[src/design/rswl_pkg.sv]
// Package: register map, reset values and timing constants of the reset and wake block
package rswl_pkg;
  localparam int unsigned CLK_HZ      = 200_000_000;
  localparam int unsigned ADDR_W      = 8;

  // Register byte addresses
  localparam logic [7:0] OFS_FLAGS     = 8'h00;
  localparam logic [7:0] OFS_WAKE_EN   = 8'h04;
  localparam logic [7:0] OFS_CTRL      = 8'h08;
  localparam logic [7:0] OFS_PORT_DATA = 8'h0C;
  localparam logic [7:0] OFS_PORT_DIR  = 8'h10;
  localparam logic [7:0] OFS_PIN_SEL   = 8'h14;
  localparam logic [7:0] OFS_CAUSE     = 8'h18;
  localparam logic [7:0] OFS_IRQ_STAT  = 8'h1C;
  localparam logic [7:0] OFS_IRQ_MASK  = 8'h20;
  localparam logic [7:0] OFS_CORE      = 8'h24;

  // Field positions
  localparam int unsigned FLAG_TIMEOUT_BIT   = 0;
  localparam int unsigned FLAG_POWERDOWN_BIT = 1;
  localparam int unsigned CTRL_HALT_BIT      = 0;
  localparam int unsigned CTRL_WDT_KICK_BIT  = 1;
  localparam int unsigned CTRL_TMR_RUN_BIT   = 2;

  // Reset values, wake enable mask and valid pin select codes
  localparam logic [7:0] WAKE_EN_MASK   = 8'h27;
  localparam logic [7:0] WAKE_EN_RST    = 8'h00;
  localparam logic [7:0] PORT_DATA_RST  = 8'hFF;
  localparam logic [7:0] PORT_DIR_RST   = 8'hFF;
  localparam logic [7:0] PC_LOW_RST     = 8'h00;
  localparam logic [4:0] PIN_SEL_PA7    = 5'h00;
  localparam logic [4:0] PIN_SEL_RESET  = 5'h15;
  localparam logic [4:0] PIN_SEL_RST    = 5'h00;
  localparam logic [2:0] SP_ZERO        = 3'h0;
  localparam logic [2:0] SP_TOP         = 3'h7;

  // Timing
  localparam int unsigned STARTUP_WAIT_CYC = 16;
  localparam int unsigned SLOW_OSC_MIN_CYC = 2;
  localparam int unsigned SLOW_OSC_MAX_CYC = 3;

  // Interrupt status bits
  localparam int unsigned IRQ_COLD_BIT  = 0;
  localparam int unsigned IRQ_WARM_BIT  = 1;
  localparam int unsigned IRQ_WAKE_BIT  = 2;
  localparam int unsigned IRQ_W         = 3;

  typedef enum logic [1:0] {
    RSWL_RUN,
    RSWL_SLEEP,
    RSWL_STARTUP
  } rswl_mode_e;
endpackage

[src/design/rswl_top.sv]
// Reset cause tracking, per-reset register defaults, sleep and pin wake-up
module rswl_top
  import rswl_pkg::*;
#(
  parameter int unsigned WDT_W = 16
) (
  input  wire logic                i_clk,
  input  wire logic                i_resetn,
  input  wire logic                i_ext_reset_pin_n,
  input  wire logic                i_undervoltage_reset,
  input  wire logic                i_watchdog_expire,
  input  wire logic                i_slow_osc_tick,
  input  wire logic [7:0]          i_port_pins,
  input  wire logic [ADDR_W-1:0]   i_awaddr,
  input  wire logic                i_awvalid,
  output logic                     o_awready,
  input  wire logic [31:0]         i_wdata,
  input  wire logic [3:0]          i_wstrb,
  input  wire logic                i_wvalid,
  output logic                     o_wready,
  output logic [1:0]               o_bresp,
  output logic                     o_bvalid,
  input  wire logic                i_bready,
  input  wire logic [ADDR_W-1:0]   i_araddr,
  input  wire logic                i_arvalid,
  output logic                     o_arready,
  output logic [31:0]              o_rdata,
  output logic [1:0]               o_rresp,
  output logic                     o_rvalid,
  input  wire logic                i_rready,
  output logic                     o_core_reset,
  output logic                     o_sys_clk_en,
  output logic [7:0]               o_pc_low_byte,
  output logic [2:0]               o_stack_ptr,
  output logic                     o_int_enable,
  output logic                     o_timer_run,
  output logic [WDT_W-1:0]         o_watchdog_counter,
  output logic [7:0]               o_port_data,
  output logic [7:0]               o_port_dir,
  output logic                     o_irq
);
  import rswl_pkg::*;

  localparam logic [4:0] STARTUP_LAST = 5'(STARTUP_WAIT_CYC - 1);
  localparam logic [1:0] SEL_LAST     = 2'(SLOW_OSC_MIN_CYC);

  rswl_mode_e       mode;
  logic             timeout_flag;
  logic             powerdown_flag;
  logic [7:0]       port_wake_enable;
  logic [7:0]       port_data;
  logic [7:0]       port_dir;
  logic [4:0]       pin_sel;
  logic             int_enable;
  logic             timer_run;
  logic [7:0]       prescaler;
  logic [WDT_W-1:0] watchdog_counter;
  logic [7:0]       pc_low_byte;
  logic [2:0]       stack_ptr;
  logic [4:0]       startup_cnt;
  logic [1:0]       sel_bad_cnt;
  logic [7:0]       pins_prev;
  logic [2:0]       last_cause;
  logic [IRQ_W-1:0] irq_stat;
  logic [IRQ_W-1:0] irq_mask;
  logic             cold_pend;

  // Reset source decode, pin, undervoltage and select resets have priority over watchdog expiry and pin wake
  wire sel_bad      = (pin_sel != PIN_SEL_PA7) && (pin_sel != PIN_SEL_RESET);
  wire sel_reset    = sel_bad && (sel_bad_cnt == SEL_LAST) && i_slow_osc_tick;
  wire pin_reset    = !i_ext_reset_pin_n || i_undervoltage_reset || sel_reset;
  wire sleeping     = (mode == RSWL_SLEEP);
  wire wdt_run_rst  = i_watchdog_expire && !sleeping && !pin_reset;
  wire wdt_warm     = i_watchdog_expire && sleeping && !pin_reset;
  wire cold_reset   = pin_reset || wdt_run_rst;
  wire pin_fall     = |(pins_prev & ~i_port_pins & port_wake_enable);
  wire pin_wake     = sleeping && pin_fall && !cold_reset && !wdt_warm;

  // AXI4-Lite write channel
  logic aw_held;
  logic w_held;
  logic [ADDR_W-1:0] aw_addr;
  logic [31:0]       w_data;
  logic [3:0]        w_strb;
  assign o_awready = !aw_held && !o_bvalid;
  assign o_wready  = !w_held && !o_bvalid;
  wire aw_fire     = i_awvalid && o_awready;
  wire w_fire      = i_wvalid && o_wready;
  wire have_aw     = aw_held || aw_fire;
  wire have_w      = w_held || w_fire;
  wire wr_go       = have_aw && have_w;
  wire [ADDR_W-1:0] wr_addr = aw_held ? aw_addr : i_awaddr;
  wire [31:0]       wr_dat  = w_held ? w_data : i_wdata;
  wire [3:0]        wr_stb  = w_held ? w_strb : i_wstrb;
  wire wr_lane0     = wr_go && wr_stb[0];
  wire wr_flags     = wr_lane0 && (wr_addr == OFS_FLAGS);
  wire wr_wake      = wr_lane0 && (wr_addr == OFS_WAKE_EN);
  wire wr_ctrl      = wr_lane0 && (wr_addr == OFS_CTRL);
  wire wr_pdata     = wr_lane0 && (wr_addr == OFS_PORT_DATA);
  wire wr_pdir      = wr_lane0 && (wr_addr == OFS_PORT_DIR);
  wire wr_psel      = wr_lane0 && (wr_addr == OFS_PIN_SEL);
  wire wr_istat     = wr_lane0 && (wr_addr == OFS_IRQ_STAT);
  wire wr_imask     = wr_lane0 && (wr_addr == OFS_IRQ_MASK);
  wire wr_known     = (wr_addr == OFS_FLAGS) || (wr_addr == OFS_WAKE_EN)
                   || (wr_addr == OFS_CTRL) || (wr_addr == OFS_PORT_DATA)
                   || (wr_addr == OFS_PORT_DIR) || (wr_addr == OFS_PIN_SEL)
                   || (wr_addr == OFS_CAUSE) || (wr_addr == OFS_IRQ_STAT)
                   || (wr_addr == OFS_IRQ_MASK) || (wr_addr == OFS_CORE);
  wire halt_req     = wr_ctrl && wr_dat[CTRL_HALT_BIT] && (mode == RSWL_RUN);
  wire wdt_kick     = wr_ctrl && wr_dat[CTRL_WDT_KICK_BIT];

  always_ff @(posedge i_clk or negedge i_resetn) begin
    if (!i_resetn) begin
      aw_held  <= 1'b0;
      w_held   <= 1'b0;
      aw_addr  <= '0;
      w_data   <= '0;
      w_strb   <= '0;
      o_bvalid <= 1'b0;
      o_bresp  <= 2'b00;
    end else begin
      if (wr_go) begin
        aw_held  <= 1'b0;
        w_held   <= 1'b0;
        o_bvalid <= 1'b1;
        o_bresp  <= wr_known ? 2'b00 : 2'b10;
      end else begin
        if (aw_fire) begin
          aw_held <= 1'b1;
          aw_addr <= i_awaddr;
        end
        if (w_fire) begin
          w_held <= 1'b1;
          w_data <= i_wdata;
          w_strb <= i_wstrb;
        end
        if (o_bvalid && i_bready) begin
          o_bvalid <= 1'b0;
        end
      end
    end
  end

  // AXI4-Lite read channel
  assign o_arready = !o_rvalid;
  wire rd_go       = i_arvalid && o_arready;
  logic [31:0] rd_mux;
  logic        rd_ok;
  always_comb begin
    rd_ok  = 1'b1;
    rd_mux = '0;
    unique case (i_araddr)
      OFS_FLAGS:     rd_mux = {30'h0, powerdown_flag, timeout_flag};
      OFS_WAKE_EN:   rd_mux = {24'h0, port_wake_enable};
      OFS_CTRL:      rd_mux = {29'h0, timer_run, 1'b0, 1'b0};
      OFS_PORT_DATA: rd_mux = {24'h0, port_data};
      OFS_PORT_DIR:  rd_mux = {24'h0, port_dir};
      OFS_PIN_SEL:   rd_mux = {27'h0, pin_sel};
      OFS_CAUSE:     rd_mux = {29'h0, last_cause};
      OFS_IRQ_STAT:  rd_mux = {29'h0, irq_stat};
      OFS_IRQ_MASK:  rd_mux = {29'h0, irq_mask};
      OFS_CORE:      rd_mux = {21'h0, stack_ptr, pc_low_byte};
      default:       rd_ok  = 1'b0;
    endcase
  end

  always_ff @(posedge i_clk or negedge i_resetn) begin
    if (!i_resetn) begin
      o_rvalid <= 1'b0;
      o_rdata  <= '0;
      o_rresp  <= 2'b00;
    end else if (rd_go) begin
      o_rvalid <= 1'b1;
      o_rdata  <= rd_mux;
      o_rresp  <= rd_ok ? 2'b00 : 2'b10;
    end else if (o_rvalid && i_rready) begin
      o_rvalid <= 1'b0;
    end
  end

  // Reset flags, mode, per-reset register defaults
  always_ff @(posedge i_clk or negedge i_resetn) begin
    if (!i_resetn) begin
      timeout_flag     <= 1'b0;
      powerdown_flag   <= 1'b0;
      mode             <= RSWL_RUN;
      port_wake_enable <= WAKE_EN_RST;
      port_data        <= PORT_DATA_RST;
      port_dir         <= PORT_DIR_RST;
      pin_sel          <= PIN_SEL_RST;
      int_enable       <= 1'b0;
      timer_run        <= 1'b0;
      pc_low_byte      <= PC_LOW_RST;
      stack_ptr        <= SP_TOP;
      startup_cnt      <= '0;
      last_cause       <= 3'h1;
      cold_pend        <= 1'b1;
    end else begin
      cold_pend <= 1'b0;
      if (cold_reset) begin
        mode             <= RSWL_RUN;
        port_wake_enable <= WAKE_EN_RST;
        port_data        <= PORT_DATA_RST;
        port_dir         <= PORT_DIR_RST;
        pin_sel          <= PIN_SEL_RST;
        int_enable       <= 1'b0;
        timer_run        <= 1'b0;
        pc_low_byte      <= PC_LOW_RST;
        stack_ptr        <= SP_TOP;
        cold_pend        <= 1'b1;
        last_cause       <= wdt_run_rst ? 3'h3 : 3'h2;
        if (wdt_run_rst) begin
          timeout_flag <= 1'b1;
        end
      end else if (wdt_warm) begin
        pc_low_byte    <= PC_LOW_RST;
        stack_ptr      <= SP_ZERO;
        timeout_flag   <= 1'b1;
        powerdown_flag <= 1'b1;
        startup_cnt    <= '0;
        mode           <= RSWL_STARTUP;
        last_cause     <= 3'h4;
      end else begin
        unique case (mode)
          RSWL_RUN: begin
            if (halt_req) begin
              mode           <= RSWL_SLEEP;
              powerdown_flag <= 1'b1;
              timeout_flag   <= 1'b0;
            end
          end
          RSWL_SLEEP: begin
            if (pin_wake) begin
              mode <= RSWL_RUN;
            end
          end
          RSWL_STARTUP: begin
            startup_cnt <= startup_cnt + 5'd1;
            if (startup_cnt == STARTUP_LAST) begin
              mode <= RSWL_RUN;
            end
          end
          default: mode <= RSWL_RUN;
        endcase
        if (wr_flags) begin
          timeout_flag   <= wr_dat[FLAG_TIMEOUT_BIT];
          powerdown_flag <= wr_dat[FLAG_POWERDOWN_BIT];
        end
        if (wr_wake) begin
          port_wake_enable <= wr_dat[7:0] & WAKE_EN_MASK;
        end
        if (wr_pdata) begin
          port_data <= wr_dat[7:0];
        end
        if (wr_pdir) begin
          port_dir <= wr_dat[7:0];
        end
        if (wr_psel) begin
          pin_sel <= wr_dat[4:0];
        end
        if (wr_ctrl) begin
          timer_run <= wr_dat[CTRL_TMR_RUN_BIT];
        end
        if (wr_imask) begin
          int_enable <= |wr_dat[IRQ_W-1:0];
        end
      end
    end
  end

  // Watchdog counter and timer prescaler
  always_ff @(posedge i_clk or negedge i_resetn) begin
    if (!i_resetn) begin
      watchdog_counter <= '0;
      prescaler        <= '0;
    end else begin
      if (cold_reset || wdt_warm || wdt_kick || halt_req) begin
        watchdog_counter <= '0;
      end else begin
        watchdog_counter <= watchdog_counter + 1'b1;
      end
      if (cold_reset || !timer_run) begin
        prescaler <= '0;
      end else if (!sleeping) begin
        prescaler <= prescaler + 8'd1;
      end
    end
  end

  // Invalid select counter on slow oscillator ticks, pin history
  always_ff @(posedge i_clk or negedge i_resetn) begin
    if (!i_resetn) begin
      sel_bad_cnt <= '0;
      pins_prev   <= 8'hFF;
    end else begin
      pins_prev <= i_port_pins;
      if (!sel_bad || sel_reset) begin
        sel_bad_cnt <= '0;
      end else if (i_slow_osc_tick && sel_bad_cnt != SEL_LAST) begin
        sel_bad_cnt <= sel_bad_cnt + 2'd1;
      end
    end
  end

  // Sticky interrupt status, write one to clear, set wins
  wire [IRQ_W-1:0] irq_ev = {pin_wake, wdt_warm, cold_reset};
  always_ff @(posedge i_clk or negedge i_resetn) begin
    if (!i_resetn) begin
      irq_stat <= '0;
      irq_mask <= '0;
    end else begin
      irq_stat <= (irq_stat & ~(wr_istat ? wr_dat[IRQ_W-1:0] : '0)) | irq_ev;
      if (wr_imask) begin
        irq_mask <= wr_dat[IRQ_W-1:0];
      end
    end
  end

  assign o_irq              = |(irq_stat & irq_mask);
  assign o_core_reset       = cold_pend;
  assign o_sys_clk_en       = (mode == RSWL_RUN);
  assign o_pc_low_byte      = pc_low_byte;
  assign o_stack_ptr        = stack_ptr;
  assign o_int_enable       = int_enable;
  assign o_timer_run        = timer_run;
  assign o_watchdog_counter = watchdog_counter;
  assign o_port_data        = port_data;
  assign o_port_dir         = port_dir;
endmodule

[config.mk]
export PLATFORM = sky130hd
export DESIGN_NAME = rswl_top
export DESIGN_NICKNAME = d
export VERILOG_FILES = /design/src/design/rswl_pkg.sv /design/src/design/rswl_top.sv
export SDC_FILE = /design/constraint.sdc
export NUM_CORES = 1
export LEC_CHECK = 0
export ABC_CLOCK_PERIOD_IN_PS = 2100
export BUFFER_PORTS_ARGS = -buffer_cell sky130_fd_sc_hd__buf_2
export CORE_MARGIN = 2
export CORE_UTILIZATION = 38
export DETAILED_ROUTE_END_ITERATION = 16
export GPL_ROUTABILITY_DRIVEN = 0
export GPL_TIMING_DRIVEN = 0
export PLACE_DENSITY = 0.76
export SETUP_SLACK_MARGIN = 0.2
export SLEW_MARGIN = 20
export SYNTH_ARGS = -nofsm -noshare
export SYNTH_HDL_FRONTEND = slang
export SYNTH_SLANG_ARGS = --single-unit
[constraint.sdc]
create_clock -name i_clk -period 2.1 [get_ports i_clk]
set_input_delay 0.42 -clock i_clk [delete_from_list [all_inputs] [get_ports i_clk]]
set_output_delay 0.42 -clock i_clk [all_outputs]
set_load 0.005 [all_outputs]
# Yosys cells after proc, flatten, opt, wreduce, memory -nomap -nowiden
# Index checks and enable logic that the tools add are counted.
# classes
add_sub_neg	3
eq_ne	29
muxes	63
bitwise	9
n_reduce_logical	96
# op_table
operator	n
11-bit one-hot mux with 10 select lines	1
8-bit 2-to-1 mux	13
8-bit by 5-bit equality test with 1-bit output (second input constant)	8
8-bit by 4-bit equality test with 1-bit output (second input constant)	4
8-bit by 6-bit equality test with 1-bit output (second input constant)	4
1-bit logical AND	31
1-bit 2-to-1 mux	28
2-bit nonzero test	13
5-bit 2-to-1 mux	5
1-bit logical OR	18
2-bit 2-to-1 mux	9
2-bit AND reduction	9
16-bit by 1-bit adder with 16-bit output (second input constant)	1
8-bit bitwise AND	2
8-bit by 3-bit equality test with 1-bit output (second input constant)	2
8-bit zero test	2
16-bit 2-to-1 mux	1
3-bit 2-to-1 mux	5
1-bit zero test	10
10-bit OR reduction	1
3-bit AND reduction	3
4-bit by 1-bit inequality test with 1-bit output (second input constant)	2
8-bit inverter	1
4-bit nonzero test	2
other kinds (19)	25
# word_totals
regBits	144
in_bits	71
out_inout_bits	89
word_cells	229

# Depth between registers and ports, before layout
# logic_depth
ltp_word	15
mapped_depth	8
depth_no_buf	7

# Worst setup path after synthesis
# Ideal clock, no wire load.
# synth_timing
kind	flip-flop to flip-flop
from	register aw_held
to	register mode[0]
setup_ns	0.111
arrival_time_ns	1.885
t_required_ns	1.989
slack_ns	0.103
path_stages_with_launch	7
n_path_buf	1
period_less_slack_ns	1.997
path_cell_list	dfrtp_1 buf_6 nor4_4 o21ai_2 nor2_4 or4b_1 a2111oi_2
# synth_between
elab_chain_cells	11
elab_cells_between_ends	13
cone_classes	eq/ne: 2; mux: 1; reduce/logical: 10
# synth_rtl
element	line	text
start: declaration	rswl_top.sv:80	logic aw_held;
start signal: assignment	rswl_top.sv:114	aw_held <= 1'b0;
start signal: assignment	rswl_top.sv:123	aw_held <= 1'b0;
start signal: assignment	rswl_top.sv:129	aw_held <= 1'b1;
1-bit zero test	rswl_top.sv:85	assign o_awready = !aw_held && !o_bvalid;
1-bit logical AND	rswl_top.sv:85	
1-bit logical AND	rswl_top.sv:87	wire aw_fire = i_awvalid && o_awready;
1-bit logical OR	rswl_top.sv:89	wire have_aw = aw_held || aw_fire;
1-bit logical AND	rswl_top.sv:91	wire wr_go = have_aw && have_w;
1-bit logical AND	rswl_top.sv:95	wire wr_lane0 = wr_go && wr_stb[0];
1-bit logical AND *	rswl_top.sv:98	wire wr_ctrl = wr_lane0 && (wr_addr == OFS_CTRL);
1-bit logical AND * (2 in series)	rswl_top.sv:109	wire halt_req = wr_ctrl && wr_dat[CTRL_HALT_BIT] && (mode == RSWL_RUN);
4-bit by 1-bit inequality test with 1-bit output (no source line) *	n/a	
3-bit AND reduction (no source line) *	n/a	
end signal: assignment	rswl_top.sv:186	mode <= RSWL_RUN;
end signal: assignment	rswl_top.sv:201	mode <= RSWL_RUN;
end signal: assignment	rswl_top.sv:221	mode <= RSWL_STARTUP;
end: declaration	rswl_top.sv:47	rswl_mode_e mode;
# Every way passes the cells marked *; elsewhere a longest branch is shown, timed or not.
# A chain may end at the register's enable or synchronous reset.

# Final worst setup path
# layout_timing
from	register pin_sel[4]
to	register watchdog_counter[11] (netlist: o_watchdog_counter[11])
# layout_between
elab_chain_cells	12
elab_cells_between_ends	14
cone_classes	eq/ne: 1; mux: 1; reduce/logical: 12
# layout_rtl
element	line	text
start: declaration	rswl_top.sv:53	logic [4:0] pin_sel;
start signal: assignment	rswl_top.sv:259	pin_sel <= wr_dat[4:0];
5-bit inequality test / 5-bit nonzero test (equally long branches)	rswl_top.sv:69	wire sel_bad = (pin_sel != PIN_SEL_PA7) && (pin_sel != PIN_SEL_RESET);
1-bit logical AND *	rswl_top.sv:69	
1-bit logical AND * (2 in series)	rswl_top.sv:70	wire sel_reset = sel_bad && (sel_bad_cnt == SEL_LAST) && i_slow_osc_tick;
1-bit logical OR *	rswl_top.sv:71	wire pin_reset = !i_ext_reset_pin_n || i_undervoltage_reset || sel_reset;
1-bit zero test	rswl_top.sv:73, rswl_top.sv:74	
1-bit logical AND	rswl_top.sv:73	wire wdt_run_rst = i_watchdog_expire && !sleeping && !pin_reset;
1-bit logical OR	rswl_top.sv:75	wire cold_reset = pin_reset || wdt_run_rst;
1-bit logical OR * (3 in series)	rswl_top.sv:277	if (cold_reset || wdt_warm || wdt_kick || halt_req) begin
16-bit 2-to-1 mux *	rswl_top.sv:277	
end signal: assignment	rswl_top.sv:280	watchdog_counter <= watchdog_counter + 1'b1;
end: declaration	rswl_top.sv:57	logic [WDT_W-1:0] watchdog_counter;
# Marked as above.

==> flow_summary_export.csv <==
group,metric,value,unit
run_status,outcome,"finished clean",
global_route,grt_util_all_layers,18.5,%
yosys,ys_top_cells_by_area,"dfrtp_1 (36%), dfstp_2 (11%), mux2_2 (7.2%)",
floorplanning,fp-row-count,43,
power,combPwrFrac,29.1,%
clock_network,cts_max_path_buffers,2,
yosys,syn_inst,502,
critical_path,endpoint_kind,"register",
power,cellPowerDensity,759,nW/µm²
yosys,synth_area_per_cell,10.9,µm²
timing,fin_crit,2030,ps
clock_network,root_buffer,"clkbuf_16",
cells_and_area,area_delta_synth_final,34.2,%
floorplanning,die_area,15300,µm²
timing,hold_viol_final,0,
yosys,synth.distinct_cells,76,
drt,num_vias,4433,
drt,avgRoutedWirePerCell,16.6,µm
placement,port-buffer-count,94,
cells_and_area,final_nets,758,
power,peakVddDrop,0.643,mV
clock_network,ctsHtreeMaxLevel,3,
floorplanning,die_y,124,µm
clock_network,insertion_delay,350,ps
yosys,ys.flop_type,"dfrtp_1",
cells_and_area,fin_cells,868,
clock_network,clkTransAtPathRegs,70,ps
drt,dr.pass1.iters,5,
timing,slew_headroom,59.2,%
cells_and_area,fillers,1236,
critical_path,path_cells,"or3_4 -> a211o_1 -> a211oi_4 -> o41ai_4 -> buf_4 -> nor2_1",
floorplanning,die_x,124,µm
drt,routed_wl,14400,µm
power,seqPwrFrac,43.0,%
critical_path,cp-start-kind,"register",
yosys,synth_area_leader_cell,"dfrtp_1",
placement,dp_hpwl,9860,µm
cells_and_area,n_antenna_cell,0,
power,power.total,5560,µW
floorplanning,ios,160,
global_route,first_global_vias,4172,
drt,drt-initial-drc-count,276,
timing,max_freq,0.494,GHz
cells_and_area,drive_gt1_share,45.8,%
critical_path,path_max_fanout,5,
critical_path,critPathMaxStageDelay,420,ps
clock_network,numCtsBuffers,9,
clock_network,cts_tree,"yes",
drt,viasPerCell,5.11,
yosys,synth_edf_count,0,
worst_hold_path,hp-class,"input pin to register",
global_route,antenna_found_initial,0,
yosys,synth_area,5450,µm²
floorplanning,initial_core_util,39.1,%
clock_network,clock_sinks,101,
yosys,yosysSeqAreaShare,46.9,%
global_route,grt_pass1_wl,21800,µm
global_route,grt.overflow.total,0,
yosys,ys_warn_count,0,
timing,rsz0062_at_grt,"true",
yosys,synthArstFlopShare,100,%
cells_and_area,final_common_cell,"buf_2",
timing,tightest_slew,613,ps
critical_path,path_class,"register to register",
timing,final-max-slew-violation-count,0,
critical_path,critical_path_arrival,2310,ps
timing,finalCritPeriodShare,96.5,%
critical_path,cp_slowest_cell,"dfrtp_1",
placement,dp.cells,807,
power,internal-power,3810,µW
yosys,synth_top_area_share,35.8,%
power,cellLeakagePower,0.00324,µW
power,p_sw,1750,µW
drt,antenna_left,0,
timing,setup_viol,0,
drt,drc,0,
timing,fin_worst_skew,11.5,ps
power,pwr-share-clk,27.8,%
yosys,ys_ff_latch,101,
power,swShare,31.5,%
critical_path,required,2380,ps
cells_and_area,layout_common_cells,"buf_2 (93), dfrtp_1 (76), buf_4 (64), nand2_1 (45), mux2_2 (36)",
job,maxCapViolCount,0,
global_route,grt_max_degree,73,
floorplanning,coreArea,13900,µm²
-- logic make-up (layout without fill, tap and decap cells) --
group / count (synthesis) / in the layout / synth area share [%]
DFF: 101 / 101 / 46.9
and+or+nand+nor: 170 / 170 / 17.2
xor gates and xnor gates: 14 / 14 / 2.25
muxes: 66 / 66 / 13.6
AOI/OAI and AO/OA: 81 / 81 / 11.8
other: 1 / 31 / 0.0688
buffers and inverters: 65 / 221 / 7.32
adders and majority gates: 4 / 4 / 0.918
-- repair_timing --
action	CTS	global route
hold buffers	1	0
gates cloned	3	1
setup endpoints to repair	80	72
endpoints found under the hold margin	29	0
gates resized for setup	40	35
buffers inserted	29	11
pin swaps	21	26
-- power by group through the flow --
stage	logic [µW]	clock network (µW)	registers, µW
after floorplan	930	0	2340
after global placement	1240	0	2370
after detailed placement	1270	0	2380
after CTS	1470	1570	2360
after global routing	1740	1670	2420
final	1620	1550	2390
-- critical path: cells and delay by family, from the launching register on --
kind	cells	cell delay, ps
AO/OA/AOI/OAI	3	870
buffers and inverters	1	200
AND/OR/NAND/NOR	2	480
flip-flops	1	420
-- state kept, by name, indices dropped and copies added, names as in the netlist, 2 cells and up --
signal,count
o_watchdog_counter,16
o_rdata,9
aw_addr,8
o_port_data,8
o_port_dir,8
w_data,8
pin_sel,5
startup_cnt,5
pins_prev,4
port_wake_enable,4
irq_mask,3
irq_stat,3
last_cause,3
mode,2
sel_bad_cnt,2
-- through the flow --
step	util, %	hold WS (ps)	cell area, µm²	setup TNS (ps)	setup WS, ps
after floorplan	-	124	5610	0	147
after global placement	45.2	461	6300	-44590	-460
after detailed placement	45.5	322	6330	-10690	-347
after CTS	50.9	166	7090	0	85.6
after global routing	52.5	157	7320	-33.5	-15.0
final	52.5	174	7320	0	74.5
-- final cells by class --
class                           count  area, µm²  area share, %
Multi-Input combinational cell    366       2860           39.0
Sequential cell                   101       2560           35.0
Timing Repair Buffer              140        960           13.1
Buffer                             49        388           5.30
Clock buffer                       11        233           3.18
Tap cell                          180        225           3.08
Inverter                           16       62.6          0.855
Clock inverter                      5       35.0          0.479
-- worst paths after layout --
kind,startpoint,end,slack (ps),cells past startpoint
setup / recovery,pin_sel[4]$_DFFE_PN0P_,o_watchdog_counter[11]$_DFF_PN0_,70,6
hold reg to reg,o_rdata[5]$_DFFE_PN0P_,o_rdata[5]$_DFFE_PN0P_,490,2
min in group asynchronous,i_resetn,o_watchdog_counter[1]$_DFF_PN0_,510,2
hold / removal,i_port_pins[5],pins_prev[5]$_DFF_PN1_,170,1
max in group asynchronous,i_resetn,o_port_dir[4]$_DFFE_PN1P_,900,3
setup reg to reg,pin_sel[4]$_DFFE_PN0P_,o_watchdog_counter[11]$_DFF_PN0_,70,6
-- Yosys cell counts (3+ instances only) --
master and instances:
a211oi_1 9, a21boi_0 3, a21oi_1 5, a311oi_1 3
a32oi_1 3, and2_1 5, and3_1 6, buf_4 37
clkbuf_1 9, dfrtp_1 78, dfstp_2 23, ha_1 4
inv_1 15, mux2_2 35, mux2i_1 26, nand2_1 45
nand2b_1 3, nand3_1 13, nand3b_1 5, nor2_1 47
nor2b_1 9, nor3_1 6, nor4_1 3, o211ai_1 5
o21ai_0 19, o41ai_1 4, or2_2 4, xnor2_1 8
xor2_1 6
-- per-layer routing --
| metal | vias to the layer above | GRT usage, % | wire length, µm |
|---|---|---|---|
| met2 | 169 | 30.5 | 7070 |
| met5 | - | 0 | 0 |
| met4 | 0 | 3.98 | 134 |
| met3 | 13 | 4.62 | 1140 |
| li1 | 2098 | - | - |
| met1 | 2153 | 24.8 | 6060 |
Note: power is estimated with default switching activity, not from simulation.
